File: src/psr_pkg.sv
// Constants and types shared by the pseudo-static RAM host controller.
// Assumes a 100 MHz core clock; every pin timing is derived from it here.
package psr_pkg;
  // ****************************************
  // Geometry
  // ****************************************
  localparam int ADDR_W        = 17;
  localparam int DATA_W        = 8;
  localparam int WORDS         = 131072;
  localparam int CLK_PERIOD_NS = 10;

  // ****************************************
  // Pin timing, slower grade used so either grade works
  // ****************************************
  localparam int T_CE_MIN_NS      = 80;
  localparam int T_CE_MAX_NS      = 10000;
  localparam int T_PRECHG_NS      = 40;
  localparam int T_REFRESH_STROBE_N_PULSE_NS  = 30;
  localparam int T_REFRESH_STROBE_N_CYCLE_NS  = 130;
  localparam int T_SELF_MIN_NS    = 8000;
  localparam int T_SELF_EXIT_NS   = 160;
  localparam int T_PWRUP_NS       = 100000;
  localparam int T_REF_PERIOD_NS  = 8000000;
  localparam int REF_CYCLES       = 512;
  localparam int INIT_DUMMY       = 9;
  localparam int SYNC_LAT         = 2;

  // Least times round up, longest times round down
  localparam int CE_CYC     = (T_CE_MIN_NS + CLK_PERIOD_NS - 1) / CLK_PERIOD_NS;
  localparam int CE_MAX_CYC = T_CE_MAX_NS / CLK_PERIOD_NS;
  localparam int PRECHG_CYC = (T_PRECHG_NS + CLK_PERIOD_NS - 1) / CLK_PERIOD_NS;
  localparam int RLOW_CYC   = (T_REFRESH_STROBE_N_PULSE_NS + CLK_PERIOD_NS - 1) / CLK_PERIOD_NS;
  localparam int RCYC_CYC   = (T_REFRESH_STROBE_N_CYCLE_NS + CLK_PERIOD_NS - 1) / CLK_PERIOD_NS;
  localparam int SELF_CYC   = (T_SELF_MIN_NS + CLK_PERIOD_NS - 1) / CLK_PERIOD_NS;
  localparam int SEXIT_CYC  = (T_SELF_EXIT_NS + CLK_PERIOD_NS - 1) / CLK_PERIOD_NS;
  localparam int PWRUP_CYC  = (T_PWRUP_NS + CLK_PERIOD_NS - 1) / CLK_PERIOD_NS;
  localparam int REF_INT_CYC = T_REF_PERIOD_NS / (REF_CYCLES * CLK_PERIOD_NS);
  localparam int READ_CYC   = CE_CYC + SYNC_LAT;

  localparam int CNT_W   = 14;
  localparam int BURST_W = 10;
  localparam int OWED_W  = 4;

  typedef enum logic [3:0] {
    ST_PWRUP,
    ST_IDLE,
    ST_READ,
    ST_WRITE,
    ST_PRECHG,
    ST_REFRESH,
    ST_SELF,
    ST_SELF_EXIT
  } psr_state_t;
endpackage : psr_pkg

File: src/psr_host_ctrl.sv
// Host-side controller for an asynchronous 128K x 8 pseudo-static RAM.
// Assumes the RAM pins are wired directly; data pins are in/out/enable.
`timescale 1ns/1ns
module psr_host_ctrl #(
  parameter int PWRUP_CYC = psr_pkg::PWRUP_CYC
) (
  input  wire logic                        core_clk,
  input  wire logic                        rst_n,
  input  wire logic                        reqValid,
  input  wire logic                        reqWrite,
  input  wire logic [psr_pkg::ADDR_W-1:0]  reqAddr,
  input  wire logic [psr_pkg::DATA_W-1:0]  reqWdata,
  output logic                             reqReady,
  output logic                             rspValid,
  output logic      [psr_pkg::DATA_W-1:0]  rspRdata,
  input  wire logic                        selfRefReq,
  output logic                             selfRefActive,
  output logic                             initDone,
  output logic                             ceN,
  output logic                             cs,
  output logic                             oeN,
  output logic                             weN,
  output logic                             refresh_strobe_n,
  output logic      [psr_pkg::ADDR_W-1:0]  word_address,
  output logic      [psr_pkg::DATA_W-1:0]  data_pins_out,
  output logic                             data_pins_oe_n,
  input  wire logic [psr_pkg::DATA_W-1:0]  data_pins_in
);
  // ****************************************
  // Declarations
  // ****************************************
  typedef logic [psr_pkg::CNT_W-1:0] psr_cnt_t;

  function automatic psr_cnt_t cyc(input int n);
    cyc = psr_cnt_t'(n - 1);
  endfunction : cyc

  psr_pkg::psr_state_t          state_r, state_nxt;
  psr_cnt_t                     cnt_r, cnt_nxt;
  logic [psr_pkg::BURST_W-1:0]  burst_r, burst_nxt;
  logic                         init_r, init_nxt;
  logic                         ceN_r, ceN_nxt, cs_r, cs_nxt, oeN_r, oeN_nxt;
  logic                         weN_r, weN_nxt, rfN_r, rfN_nxt;
  logic [psr_pkg::ADDR_W-1:0]   addr_r, addr_nxt;
  logic [psr_pkg::DATA_W-1:0]   dout_r, dout_nxt, rdata_r, rdata_nxt;
  logic                         doe_r, doe_nxt, rsp_r, rsp_nxt;
  logic [psr_pkg::DATA_W-1:0]   dinMeta_r, dinSync_r;
  logic                         refreshDue, doneRefresh, inSelf;

  localparam logic [psr_pkg::BURST_W-1:0] BURST_ONE = 10'h001;

  // ****************************************
  // Pin input synchroniser
  // ****************************************
  always_ff @(posedge core_clk or negedge rst_n)
  begin
    if (!rst_n)
    begin
      dinMeta_r <= '0;
      dinSync_r <= '0;
    end
    else
    begin
      dinMeta_r <= data_pins_in;
      dinSync_r <= dinMeta_r;
    end
  end

  // ****************************************
  // Refresh scheduling
  // ****************************************
  assign inSelf      = (state_r == psr_pkg::ST_SELF) || (state_r == psr_pkg::ST_SELF_EXIT);
  assign doneRefresh = (state_r == psr_pkg::ST_REFRESH) && (cnt_r == '0);

  psr_refresh_timer u_timer (
    .core_clk   (core_clk),
    .rst_n      (rst_n),
    .hold       (inSelf),
    .doneRefresh(doneRefresh),
    .refreshDue (refreshDue)
  );

  // Requests wait behind any pending refresh or burst
  assign reqReady = (state_r == psr_pkg::ST_IDLE) && init_r && !refreshDue &&
                    (burst_r == '0) && !selfRefReq;

  // ****************************************
  // Sequencer
  // ****************************************
  always_comb
  begin
    state_nxt = state_r;
    cnt_nxt   = (cnt_r != '0) ? cnt_r - 1'b1 : cnt_r;
    burst_nxt = burst_r;
    init_nxt  = init_r;
    ceN_nxt   = ceN_r;
    cs_nxt    = cs_r;
    oeN_nxt   = oeN_r;
    weN_nxt   = weN_r;
    rfN_nxt   = rfN_r;
    addr_nxt  = addr_r;
    dout_nxt  = dout_r;
    doe_nxt   = doe_r;
    rdata_nxt = rdata_r;
    rsp_nxt   = 1'b0;
    unique case (state_r)
      psr_pkg::ST_PWRUP:
      begin
        if (cnt_r == '0)
        begin
          burst_nxt = BURST_ONE * psr_pkg::BURST_W'(psr_pkg::INIT_DUMMY);
          state_nxt = psr_pkg::ST_IDLE;
        end
      end
      psr_pkg::ST_IDLE:
      begin
        if (burst_r != '0 || refreshDue)
        begin
          rfN_nxt   = 1'b0;
          cnt_nxt   = cyc(psr_pkg::RCYC_CYC);
          state_nxt = psr_pkg::ST_REFRESH;
        end
        else if (selfRefReq && init_r)
        begin
          rfN_nxt   = 1'b0;
          cnt_nxt   = cyc(psr_pkg::SELF_CYC);
          state_nxt = psr_pkg::ST_SELF;
        end
        else if (reqValid && reqReady)
        begin
          ceN_nxt  = 1'b0;
          cs_nxt   = 1'b1;
          addr_nxt = reqAddr;
          if (reqWrite)
          begin
            // Write strobe falls with enable, outputs stay off
            weN_nxt   = 1'b0;
            oeN_nxt   = 1'b1;
            dout_nxt  = reqWdata;
            doe_nxt   = 1'b0;
            cnt_nxt   = cyc(psr_pkg::CE_CYC);
            state_nxt = psr_pkg::ST_WRITE;
          end
          else
          begin
            oeN_nxt   = 1'b0;
            cnt_nxt   = cyc(psr_pkg::READ_CYC);
            state_nxt = psr_pkg::ST_READ;
          end
        end
      end
      psr_pkg::ST_READ:
      begin
        if (cnt_r == '0)
        begin
          rdata_nxt = dinSync_r;
          rsp_nxt   = 1'b1;
          ceN_nxt   = 1'b1;
          oeN_nxt   = 1'b1;
          cs_nxt    = 1'b0;
          cnt_nxt   = cyc(psr_pkg::PRECHG_CYC);
          state_nxt = psr_pkg::ST_PRECHG;
        end
      end
      psr_pkg::ST_WRITE:
      begin
        if (cnt_r == '0)
        begin
          // Both strobes rise together; data held one more cycle
          ceN_nxt   = 1'b1;
          weN_nxt   = 1'b1;
          cs_nxt    = 1'b0;
          rsp_nxt   = 1'b1;
          cnt_nxt   = cyc(psr_pkg::PRECHG_CYC);
          state_nxt = psr_pkg::ST_PRECHG;
        end
      end
      psr_pkg::ST_PRECHG:
      begin
        doe_nxt = 1'b1;
        if (cnt_r == '0)
          state_nxt = psr_pkg::ST_IDLE;
      end
      psr_pkg::ST_REFRESH:
      begin
        if (cnt_r == psr_cnt_t'(psr_pkg::RCYC_CYC - psr_pkg::RLOW_CYC))
          rfN_nxt = 1'b1;
        if (cnt_r == '0)
        begin
          if (burst_r != '0)
          begin
            burst_nxt = burst_r - BURST_ONE;
            if (burst_r == BURST_ONE)
              init_nxt = 1'b1;
          end
          state_nxt = psr_pkg::ST_IDLE;
        end
      end
      psr_pkg::ST_SELF:
      begin
        // Strobe stays low past the minimum, so it cannot read as auto refresh
        if (cnt_r == '0 && !selfRefReq)
        begin
          rfN_nxt   = 1'b1;
          cnt_nxt   = cyc(psr_pkg::SEXIT_CYC);
          state_nxt = psr_pkg::ST_SELF_EXIT;
        end
      end
      psr_pkg::ST_SELF_EXIT:
      begin
        if (cnt_r == '0)
        begin
          burst_nxt = psr_pkg::BURST_W'(psr_pkg::REF_CYCLES);
          state_nxt = psr_pkg::ST_IDLE;
        end
      end
    endcase
  end

  always_ff @(posedge core_clk or negedge rst_n)
  begin
    if (!rst_n)
    begin
      state_r <= psr_pkg::ST_PWRUP;
      cnt_r   <= cyc(PWRUP_CYC);
      burst_r <= '0;
      init_r  <= 1'b0;
      ceN_r   <= 1'b1;
      cs_r    <= 1'b0;
      oeN_r   <= 1'b1;
      weN_r   <= 1'b1;
      rfN_r   <= 1'b1;
      addr_r  <= '0;
      dout_r  <= '0;
      doe_r   <= 1'b1;
      rdata_r <= '0;
      rsp_r   <= 1'b0;
    end
    else
    begin
      state_r <= state_nxt;
      cnt_r   <= cnt_nxt;
      burst_r <= burst_nxt;
      init_r  <= init_nxt;
      ceN_r   <= ceN_nxt;
      cs_r    <= cs_nxt;
      oeN_r   <= oeN_nxt;
      weN_r   <= weN_nxt;
      rfN_r   <= rfN_nxt;
      addr_r  <= addr_nxt;
      dout_r  <= dout_nxt;
      doe_r   <= doe_nxt;
      rdata_r <= rdata_nxt;
      rsp_r   <= rsp_nxt;
    end
  end

  assign ceN              = ceN_r;
  assign cs               = cs_r;
  assign oeN              = oeN_r;
  assign weN              = weN_r;
  assign refresh_strobe_n = rfN_r;
  assign word_address     = addr_r;
  assign data_pins_out    = dout_r;
  assign data_pins_oe_n   = doe_r;
  assign rspRdata         = rdata_r;
  assign rspValid         = rsp_r;
  assign initDone         = init_r;
  assign selfRefActive    = inSelf;

  // ****************************************
  // Checks
  // ****************************************
  logic [psr_pkg::CNT_W-1:0] ceLow_r, rfLow_r, gap_r;
  always_ff @(posedge core_clk or negedge rst_n)
  begin
    if (!rst_n)
    begin
      ceLow_r <= '0;
      rfLow_r <= '0;
      gap_r   <= '0;
    end
    else
    begin
      ceLow_r <= ceN_r ? '0 : ceLow_r + 1'b1;
      rfLow_r <= rfN_r ? '0 : rfLow_r + 1'b1;
      // The power-up wait owes no refresh, so it does not count as a gap
      gap_r   <= (!rfN_r || inSelf || burst_r != '0 || state_r == psr_pkg::ST_PWRUP) ?
                 '0 : gap_r + 1'b1;
    end
  end

  a_read_no_drive: assert property (@(posedge core_clk) disable iff (!rst_n)
    (!ceN_r && cs_r && !oeN_r && weN_r) |-> doe_r) else $error("drove pins during read");
  a_write_strobe_pair: assert property (@(posedge core_clk) disable iff (!rst_n)
    $fell(ceN_r) && cs_r |-> (!weN_r && !doe_r && oeN_r) || (weN_r && !oeN_r))
    else $error("access started with bad strobes");
  a_write_data_held: assert property (@(posedge core_clk) disable iff (!rst_n)
    $rose(weN_r) |-> $rose(ceN_r) && !doe_r && $stable(dout_r)) else $error("write data lost");
  a_ce_max_width: assert property (@(posedge core_clk) disable iff (!rst_n)
    ceLow_r < psr_cnt_t'(psr_pkg::CE_MAX_CYC)) else $error("enable low too long");
  a_refresh_ce_high: assert property (@(posedge core_clk) disable iff (!rst_n)
    !rfN_r |-> ceN_r && doe_r) else $error("refresh with enable low");
  a_auto_pulse_len: assert property (@(posedge core_clk) disable iff (!rst_n)
    $fell(rfN_r) && state_r == psr_pkg::ST_REFRESH
    |-> !rfN_r[*3] ##1 rfN_r) else $error("auto refresh pulse wrong");
  a_self_min_hold: assert property (@(posedge core_clk) disable iff (!rst_n)
    $rose(rfN_r) |-> ($past(rfLow_r) < psr_cnt_t'(psr_pkg::RLOW_CYC + 1)) ||
    ($past(rfLow_r) >= psr_cnt_t'(psr_pkg::SELF_CYC - 1))) else $error("ambiguous strobe");
  a_self_exit_burst: assert property (@(posedge core_clk) disable iff (!rst_n)
    $fell(inSelf) |-> ##[1:3] !rfN_r) else $error("no burst after self refresh");
  a_refresh_interval: assert property (@(posedge core_clk) disable iff (!rst_n)
    gap_r < psr_cnt_t'(psr_pkg::REF_INT_CYC * 2)) else $error("refresh overdue");
  a_hold_during_refresh_strobe_n: assert property (@(posedge core_clk) disable iff (!rst_n)
    (state_r == psr_pkg::ST_REFRESH || refreshDue) |-> !reqReady) else $error("ready in refresh");
  a_init_quiet: assert property (@(posedge core_clk) disable iff (!rst_n)
    !init_r |-> ceN_r && !reqReady) else $error("access before init");

  c_read_done: cover property (@(posedge core_clk) disable iff (!rst_n)
    rsp_r && oeN_r && doe_r && state_r == psr_pkg::ST_PRECHG);
  c_write_done: cover property (@(posedge core_clk) disable iff (!rst_n) $rose(weN_r));
  c_self_exit: cover property (@(posedge core_clk) disable iff (!rst_n) $fell(inSelf));
endmodule : psr_host_ctrl

File: src/psr_refresh_timer.sv
// Periodic refresh scheduler: counts the refresh interval and keeps a
// saturating tally of refresh cycles owed to the memory.
// Assumes the caller pulses doneRefresh once per finished refresh cycle.
`timescale 1ns/1ns
module psr_refresh_timer (
  input  wire logic core_clk,
  input  wire logic rst_n,
  input  wire logic hold,
  input  wire logic doneRefresh,
  output logic      refreshDue
);
  logic [psr_pkg::CNT_W-1:0]  tick_r;
  logic [psr_pkg::CNT_W-1:0]  tick_nxt;
  logic [psr_pkg::OWED_W-1:0] owed_r;
  logic [psr_pkg::OWED_W-1:0] owed_nxt;
  logic                       tickEnd;

  localparam logic [psr_pkg::CNT_W-1:0] TICK_LAST =
    psr_pkg::CNT_W'(psr_pkg::REF_INT_CYC - 1);
  localparam logic [psr_pkg::OWED_W-1:0] OWED_ONE = 4'h1;

  assign tickEnd    = (tick_r == TICK_LAST);
  assign refreshDue = (owed_r != '0);

  always_comb
  begin
    tick_nxt = tickEnd ? '0 : tick_r + 1'b1;
    owed_nxt = owed_r;
    if (hold)
    begin
      // Self refresh keeps the cells itself, so nothing is owed then
      tick_nxt = '0;
      owed_nxt = '0;
    end
    else if (tickEnd && !doneRefresh)
    begin
      if (owed_r != '1)
        owed_nxt = owed_r + OWED_ONE;
    end
    else if (!tickEnd && doneRefresh && owed_r != '0)
    begin
      owed_nxt = owed_r - OWED_ONE;
    end
    // A tick arriving with a completion leaves the tally unchanged: the two cancel
  end

  always_ff @(posedge core_clk or negedge rst_n)
  begin
    if (!rst_n)
    begin
      tick_r <= '0;
      owed_r <= '0;
    end
    else
    begin
      tick_r <= tick_nxt;
      owed_r <= owed_nxt;
    end
  end

  a_owed_no_wrap: assert property (@(posedge core_clk) disable iff (!rst_n)
    (owed_r == '1 && !hold) |=> (owed_r != '0)) else $error("owed tally wrapped");
endmodule : psr_refresh_timer

File: config.mk
export PLATFORM = sky130hd
export DESIGN_NAME = psr_host_ctrl
export DESIGN_NICKNAME = d
export VERILOG_FILES = /design/src/psr_pkg.sv /design/src/psr_host_ctrl.sv /design/src/psr_refresh_timer.sv
export SDC_FILE = /design/constraint.sdc
export NUM_CORES = 1
export LEC_CHECK = 0
export ABC_AREA = 1
export BUFFER_PORTS_ARGS = -buffer_cell sky130_fd_sc_hd__buf_2
export CAP_MARGIN = 20
export CORE_MARGIN = 2
export CORE_UTILIZATION = 28
export DETAILED_ROUTE_END_ITERATION = 16
export SYNTH_ARGS = -nofsm -noshare
export SYNTH_HDL_FRONTEND = slang
export SYNTH_HIERARCHICAL = 1
export SYNTH_SLANG_ARGS = --single-unit
File: constraint.sdc
create_clock -name core_clk -period 5.7 [get_ports core_clk]
set_clock_uncertainty 0.2 [all_clocks]
set_input_delay 1.14 -clock core_clk [delete_from_list [all_inputs] [get_ports core_clk]]
set_output_delay 1.14 -clock core_clk [all_outputs]
set_load 0.02 [all_outputs]
# Word-level counts from Yosys, hierarchy flattened
# Index checks and enable logic that the tools add are counted.
[totals]
register_bits = 103
latch_bits = 0
ram_bits = 0
romBits = 0
inputBits = 38
output_inout_bits = 43
word_cells = 152
n_memories = 0
[classes]
add_sub_neg = 5
multipliers = 0
n_div = 0
order_cmp = 0
n_eq_ne = 28
shifts = 0
mux = 55
n_bitwise = 2
n_reduce_logical = 44
[op_table]
columns = ["op", "count"]
rows = [
  ["14-bit two-way mux", 8],
  ["4-bit two-way mux", 11],
  ["14-bit case mux with 3 select lines", 1],
  ["10-bit two-way mux", 4],
  ["10-bit case mux with 3 select lines", 1],
  ["5-bit AND reduction", 5],
  ["1-bit two-way mux", 23],
  ["4-bit by 3-bit equality test with 1-bit output, second input constant", 4],
  ["2-bit by 1-bit != test with 1-bit output, second input constant", 8],
  ["4-bit case mux with 4 select lines", 1],
  ["4-bit AND reduction", 4],
  ["14-bit by 1-bit adder with 14-bit output, second input constant", 1],
  ["14-bit by 11-bit equality test with 1-bit output, second input constant", 1],
  ["14-bit by 4-bit equality test with 1-bit output, second input constant", 1],
  ["14-bit logical NOT", 1],
  ["14-bit nonzero test", 1],
  ["14-bit by 1-bit subtractor with 14-bit output, second input constant", 1],
  ["2-bit != test, second input constant", 6],
  ["1-bit logical AND", 11],
  ["10-bit by 1-bit equality test with 1-bit output, second input constant", 1],
  ["10-bit logical NOT", 1],
  ["1-bit case mux with 2 select lines", 5],
  ["10-bit nonzero test", 1],
  ["10-bit by 1-bit subtractor with 10-bit output, second input constant", 1],
  ["20 further kinds", 32],
]

# Longest topological paths before layout
[logic_depth]
word_depth = 10
mapped_depth = 15
depth_no_buf = 15

# Cells and area by module
# The synthesis kept the hierarchy.
[by_module_without_submodules]
columns = ["mod", "instances", "cells_per_inst", "area_per_inst_um2", "seq_area_each_um2"]
rows = [
  ["psr_host_ctrl", 1, 502, 4185.3, 2118.3],
  ["psr_refresh_timer", 1, 149, 1134.8, 450.4],
]

# Least setup slack after synthesis
# Ideal clock, no wire load.
[synth_path]
path_kind = "input port to output port"
startpoint = "in selfRefReq"
endpoint = "out reqReady"
arrival_ns = 1.551
required_time_ns = 4.360
slack_ns = 2.809
stages = 3
path_buffers = 0
cell_sequence = "inv_1 -> nand2_1 -> nor2_4"
[synth_between]
elab_chain_cells = 2
[synth_lines]
columns = ["element", "line", "text"]
rows = [
  ["start: declaration", "psr_host_ctrl.sv:16", "input wire logic selfRefReq,"],
  ["1-bit logical NOT", "psr_host_ctrl.sv:85", "(burst_r == '0) && !selfRefReq;"],
  ["1-bit logical AND", "psr_host_ctrl.sv:85", ""],
  ["end: declaration", "psr_host_ctrl.sv:13", "output logic reqReady,"],
]
# Every way passes these cells.

# Worst setup path in the final report
[layout_path]
startpoint = "reg u_timer/owed_r[1] (netlist name)"
endpoint = "out reqReady"
[layout_between]
elab_chain_cells = 5
[layout_lines]
columns = ["element", "line", "text"]
rows = [
  ["start: declaration", "psr_refresh_timer.sv:14", "logic [psr_pkg::OWED_W-1:0] owed_r;"],
  ["start signal: assignment", "psr_refresh_timer.sv:57", "owed_r <= owed_nxt;"],
  ["4-bit nonzero test", "psr_refresh_timer.sv:23", "assign refreshDue = (owed_r != '0);"],
  ["named net refreshDue", "psr_host_ctrl.sv:48", "logic refreshDue, doneRefresh, inSelf;"],
  ["1-bit logical NOT", "psr_host_ctrl.sv:84", "assign reqReady = (state_r == psr_pkg::ST_IDLE) && init_r && !refreshDue &&"],
  ["1-bit logical AND (2 in a row)", "psr_host_ctrl.sv:84", ""],
  ["1-bit logical AND", "psr_host_ctrl.sv:85", ""],
]
# The timed path passes the listed nets, and every way through them passes these cells.

==> results.toml <==
[routing]
vias_per_cell = 4.42
vias = 4305
drt_iter0_drc = 331
antenna_left = 0
wl_per_cell_microns = 12.3
totalWireLength_mm = 12.0
drc = 0
first_pass_iters = 5

[place]
pre_cts_ws_ps = 2520
dp_hpwl_mm = 8.79
dp_cells = 957
gp_congestion = 0.878
port_buffers = 80

[critical_path]
cp_data_required_time_ps = 4360
arrival_ps = 1850
critPathMaxFanout = 6
critPathKind = "register to output port"
end_kind = "output port"
worstSetupEndpoint = "reqReady"
regToRegStartpoint = "cnt_r[8]$_DFF_PN1_"
cp-startpoint = "u_timer/owed_r[1]$_DFFE_PN0P_"
critPathLaunchType = "register"
reg2reg_to = "u_timer/owed_r[3]$_DFFE_PN0P_"
r2r_cells = 14
rrSetupSlack_ps = 2800

[timing]
hold_viol_final = 0
post-route-period-util_pct = 56.0
fin_tns_setup_ps = 0
worstMarginPinSlew_ps = 792
worst_hold_slack_ps = 152
relSlewSlack_pct = 47.0
finalSetupViolations = 0
rsz0062_at_grt = "no"
slew_viol_final = 0
max_freq_mhz = 313
fin_crit_ps = 3190
fin_ws_ps = 2510

[cts]
clock_latency_ps = 360
cts_buffers = 9
cts_tree = "yes"
clkTransAtPathRegs_ps = 80
postCtsHoldBufs = 0
cts_resized = 0
cts_sinks = 102
cts-htree-levels = 3
post-cts-setup-buffers = 0
cts-root-buf = "clkbuf_16"
cts_max_path_buffers = 2

[cells_and_area]
num-nets-final = 783
seq_area_sq_um = 2570
multiInputGateArea_sq_um = 2380
fin_cells = 973
fillers = 1922
drive_gt1_share_pct = 22.9
synthToLayoutAreaGrowth_pct = 17.8
num_antenna_cells = 0

[die]
ios = 81
dieArea_sq_um = 20100
initial_utilization_pct = 28.4
core_sq_um = 18700
rows = 50
die_y_microns = 142
die_w_microns = 142

[global_route]
grt_overflow = 0
grtUsageTotal_pct = 12.3
antenna_found_initial = 0
grt_start_max_net_pins = 54
grt_pass1_wl_mm = 19.9
grt_pass1_vias = 4046

[yosys]
syn-instance-count = 651
synth_warnings = 6
avgSynthCellArea_sq_um = 8.17
synth_top_area_cell = "dfrtp_1"
synth_cell_type_count = 48
synth_area_sq_um = 5320
yosysSeqAreaShare_pct = 48.3
synth-edff-count = 0
synth_top_area_share_pct = 41.9
ys_async_sr_fraction_pct = 100
ys.flop_type = "dfrtp_1"
synthTopCellsByArea = "dfrtp_1 42%, nand2_1 14%, dfstp_2 6.4%"
syn-num-nets = 700
ys_seq_elements = 102

[power_and_ir_drop]
power_uw = 1420
power_density_nw_per_um2 = 226
p_leak_uw = 0.00328
ir_drop_mv = 0.140

[run_status]
status = "complete, no violations"

[run]
drv_cap = 0

[min_path]
hold_class = "register to register"
## Yosys cell counts, types with 5 or more instances
master     n
a21oi_1   22
dfrtp_1   89
dfstp_2   13
ha_1      11
inv_1     66
inv_2      9
nand2_1  200
nand2_2   11
nand3_1   57
nand4_1    8
nor2_1    62
nor2_2    13
nor2_4     8
nor3_1     5
o21ai_0   14
xnor2_1    6
xor2_1     9
## worst min-delay path by stage
stage | from | endpoint | slack (ps) | depth (start not counted)
2_1_floorplan | dinMeta_r[0]$_DFF_PN0_ | dinSync_r[0]$_DFF_PN0_ | 130 | 0
3_3_place_gp | dinMeta_r[7]$_DFF_PN0_ | dinSync_r[7]$_DFF_PN0_ | 130 | 0
3_5_place_dp | dinMeta_r[7]$_DFF_PN0_ | dinSync_r[7]$_DFF_PN0_ | 140 | 0
4_1_cts | dinMeta_r[7]$_DFF_PN0_ | dinSync_r[7]$_DFF_PN0_ | 150 | 0
5_1_grt | dinMeta_r[7]$_DFF_PN0_ | dinSync_r[7]$_DFF_PN0_ | 160 | 0
6_report | dinMeta_r[7]$_DFF_PN0_ | dinSync_r[7]$_DFF_PN0_ | 150 | 0
## registers in the layout (all words and copies together) (netlist names), 3 cells and up
signal and flops:
burst_r 10, cnt_r 14, data_pins_out 8, dinMeta_r 8
dinSync_r 8, rspRdata 8, state_r 3, u_timer/owed_r 4
u_timer/tick_r 14, word_address 17
## critical path, stage by stage, from the launching register on
cell and delay, ps:
dfrtp_1 440, nor4_1 290, inv_1 140, inv_1 150
nand4_4 140, nor2_4 140, buf_2 190
## where the power goes
group	switching (uW)	leakage [uW]	total (uW)	internal (uW)
clock network	305	0.000158	660	356
logic	18.8	0.00181	28.3	9.48
registers	1.59	0.00131	731	729
total	325	0.00328	1420	1090
## per-layer routing
metal | global-route usage, % | share of wire (%)
met1 | 17.1 | 48
met2 | 19.1 | 46
met3 | 2.80 | 4.8
met4 | 3.68 | 1.4
met5 | 0 | 0
## per-stage QoR
step                cell area [sq um]  utilization [%]
floorplan                        5320                -
finish                           6270             33.5
global placement                 5950             31.8
global route                     6270             33.5
detailed placement               5950             31.8
CTS                              6270             33.5
## kinds of logic (layout without fill, tap and decap cells)
logic type | Yosys count | count (layout) | share of synthesized area [%]
AO/OA/AOI/OAI | 52 | 52 | 5.88
XOR/XNOR | 15 | 15 | 2.47
adder cells (fa/ha/maj) | 11 | 11 | 2.59
buffers and inverters | 87 | 175 | 7.01
flip-flops | 102 | 102 | 48.3
AND/OR/NAND/NOR | 384 | 384 | 33.8
## cell type report
type / count / share of cell area [%]
multi-input cells: 462 / 38.0
flip-flops and latches: 102 / 41.0
well taps: 234 / 4.67
repair buffers: 81 / 6.55
inverters: 78 / 4.73
clock inverters: 7 / 1.52
clock buffers: 9 / 3.59
## placed cells by master (no fill, tap or decap), drive strengths merged
master and count:
clkinv 3, bufinv 1, nand3b 2, a211oi 2, a21oi 23, inv 81
a21o 1, nor3 6, a31o 1, nor4 3, o31ai 3, nand2 214
o21bai 1, nor2 84, o21a 1, xnor2 6, ha 11, nand3 60
o21ai 17, nand4 10, clkbuf 9, nor3b 4, dfrtp 89, a21boi 1
dfstp 13, or2 1, o2111ai 1, xor2 9, o311ai 1, buf 81
Power figures use the tool's default switching activity.
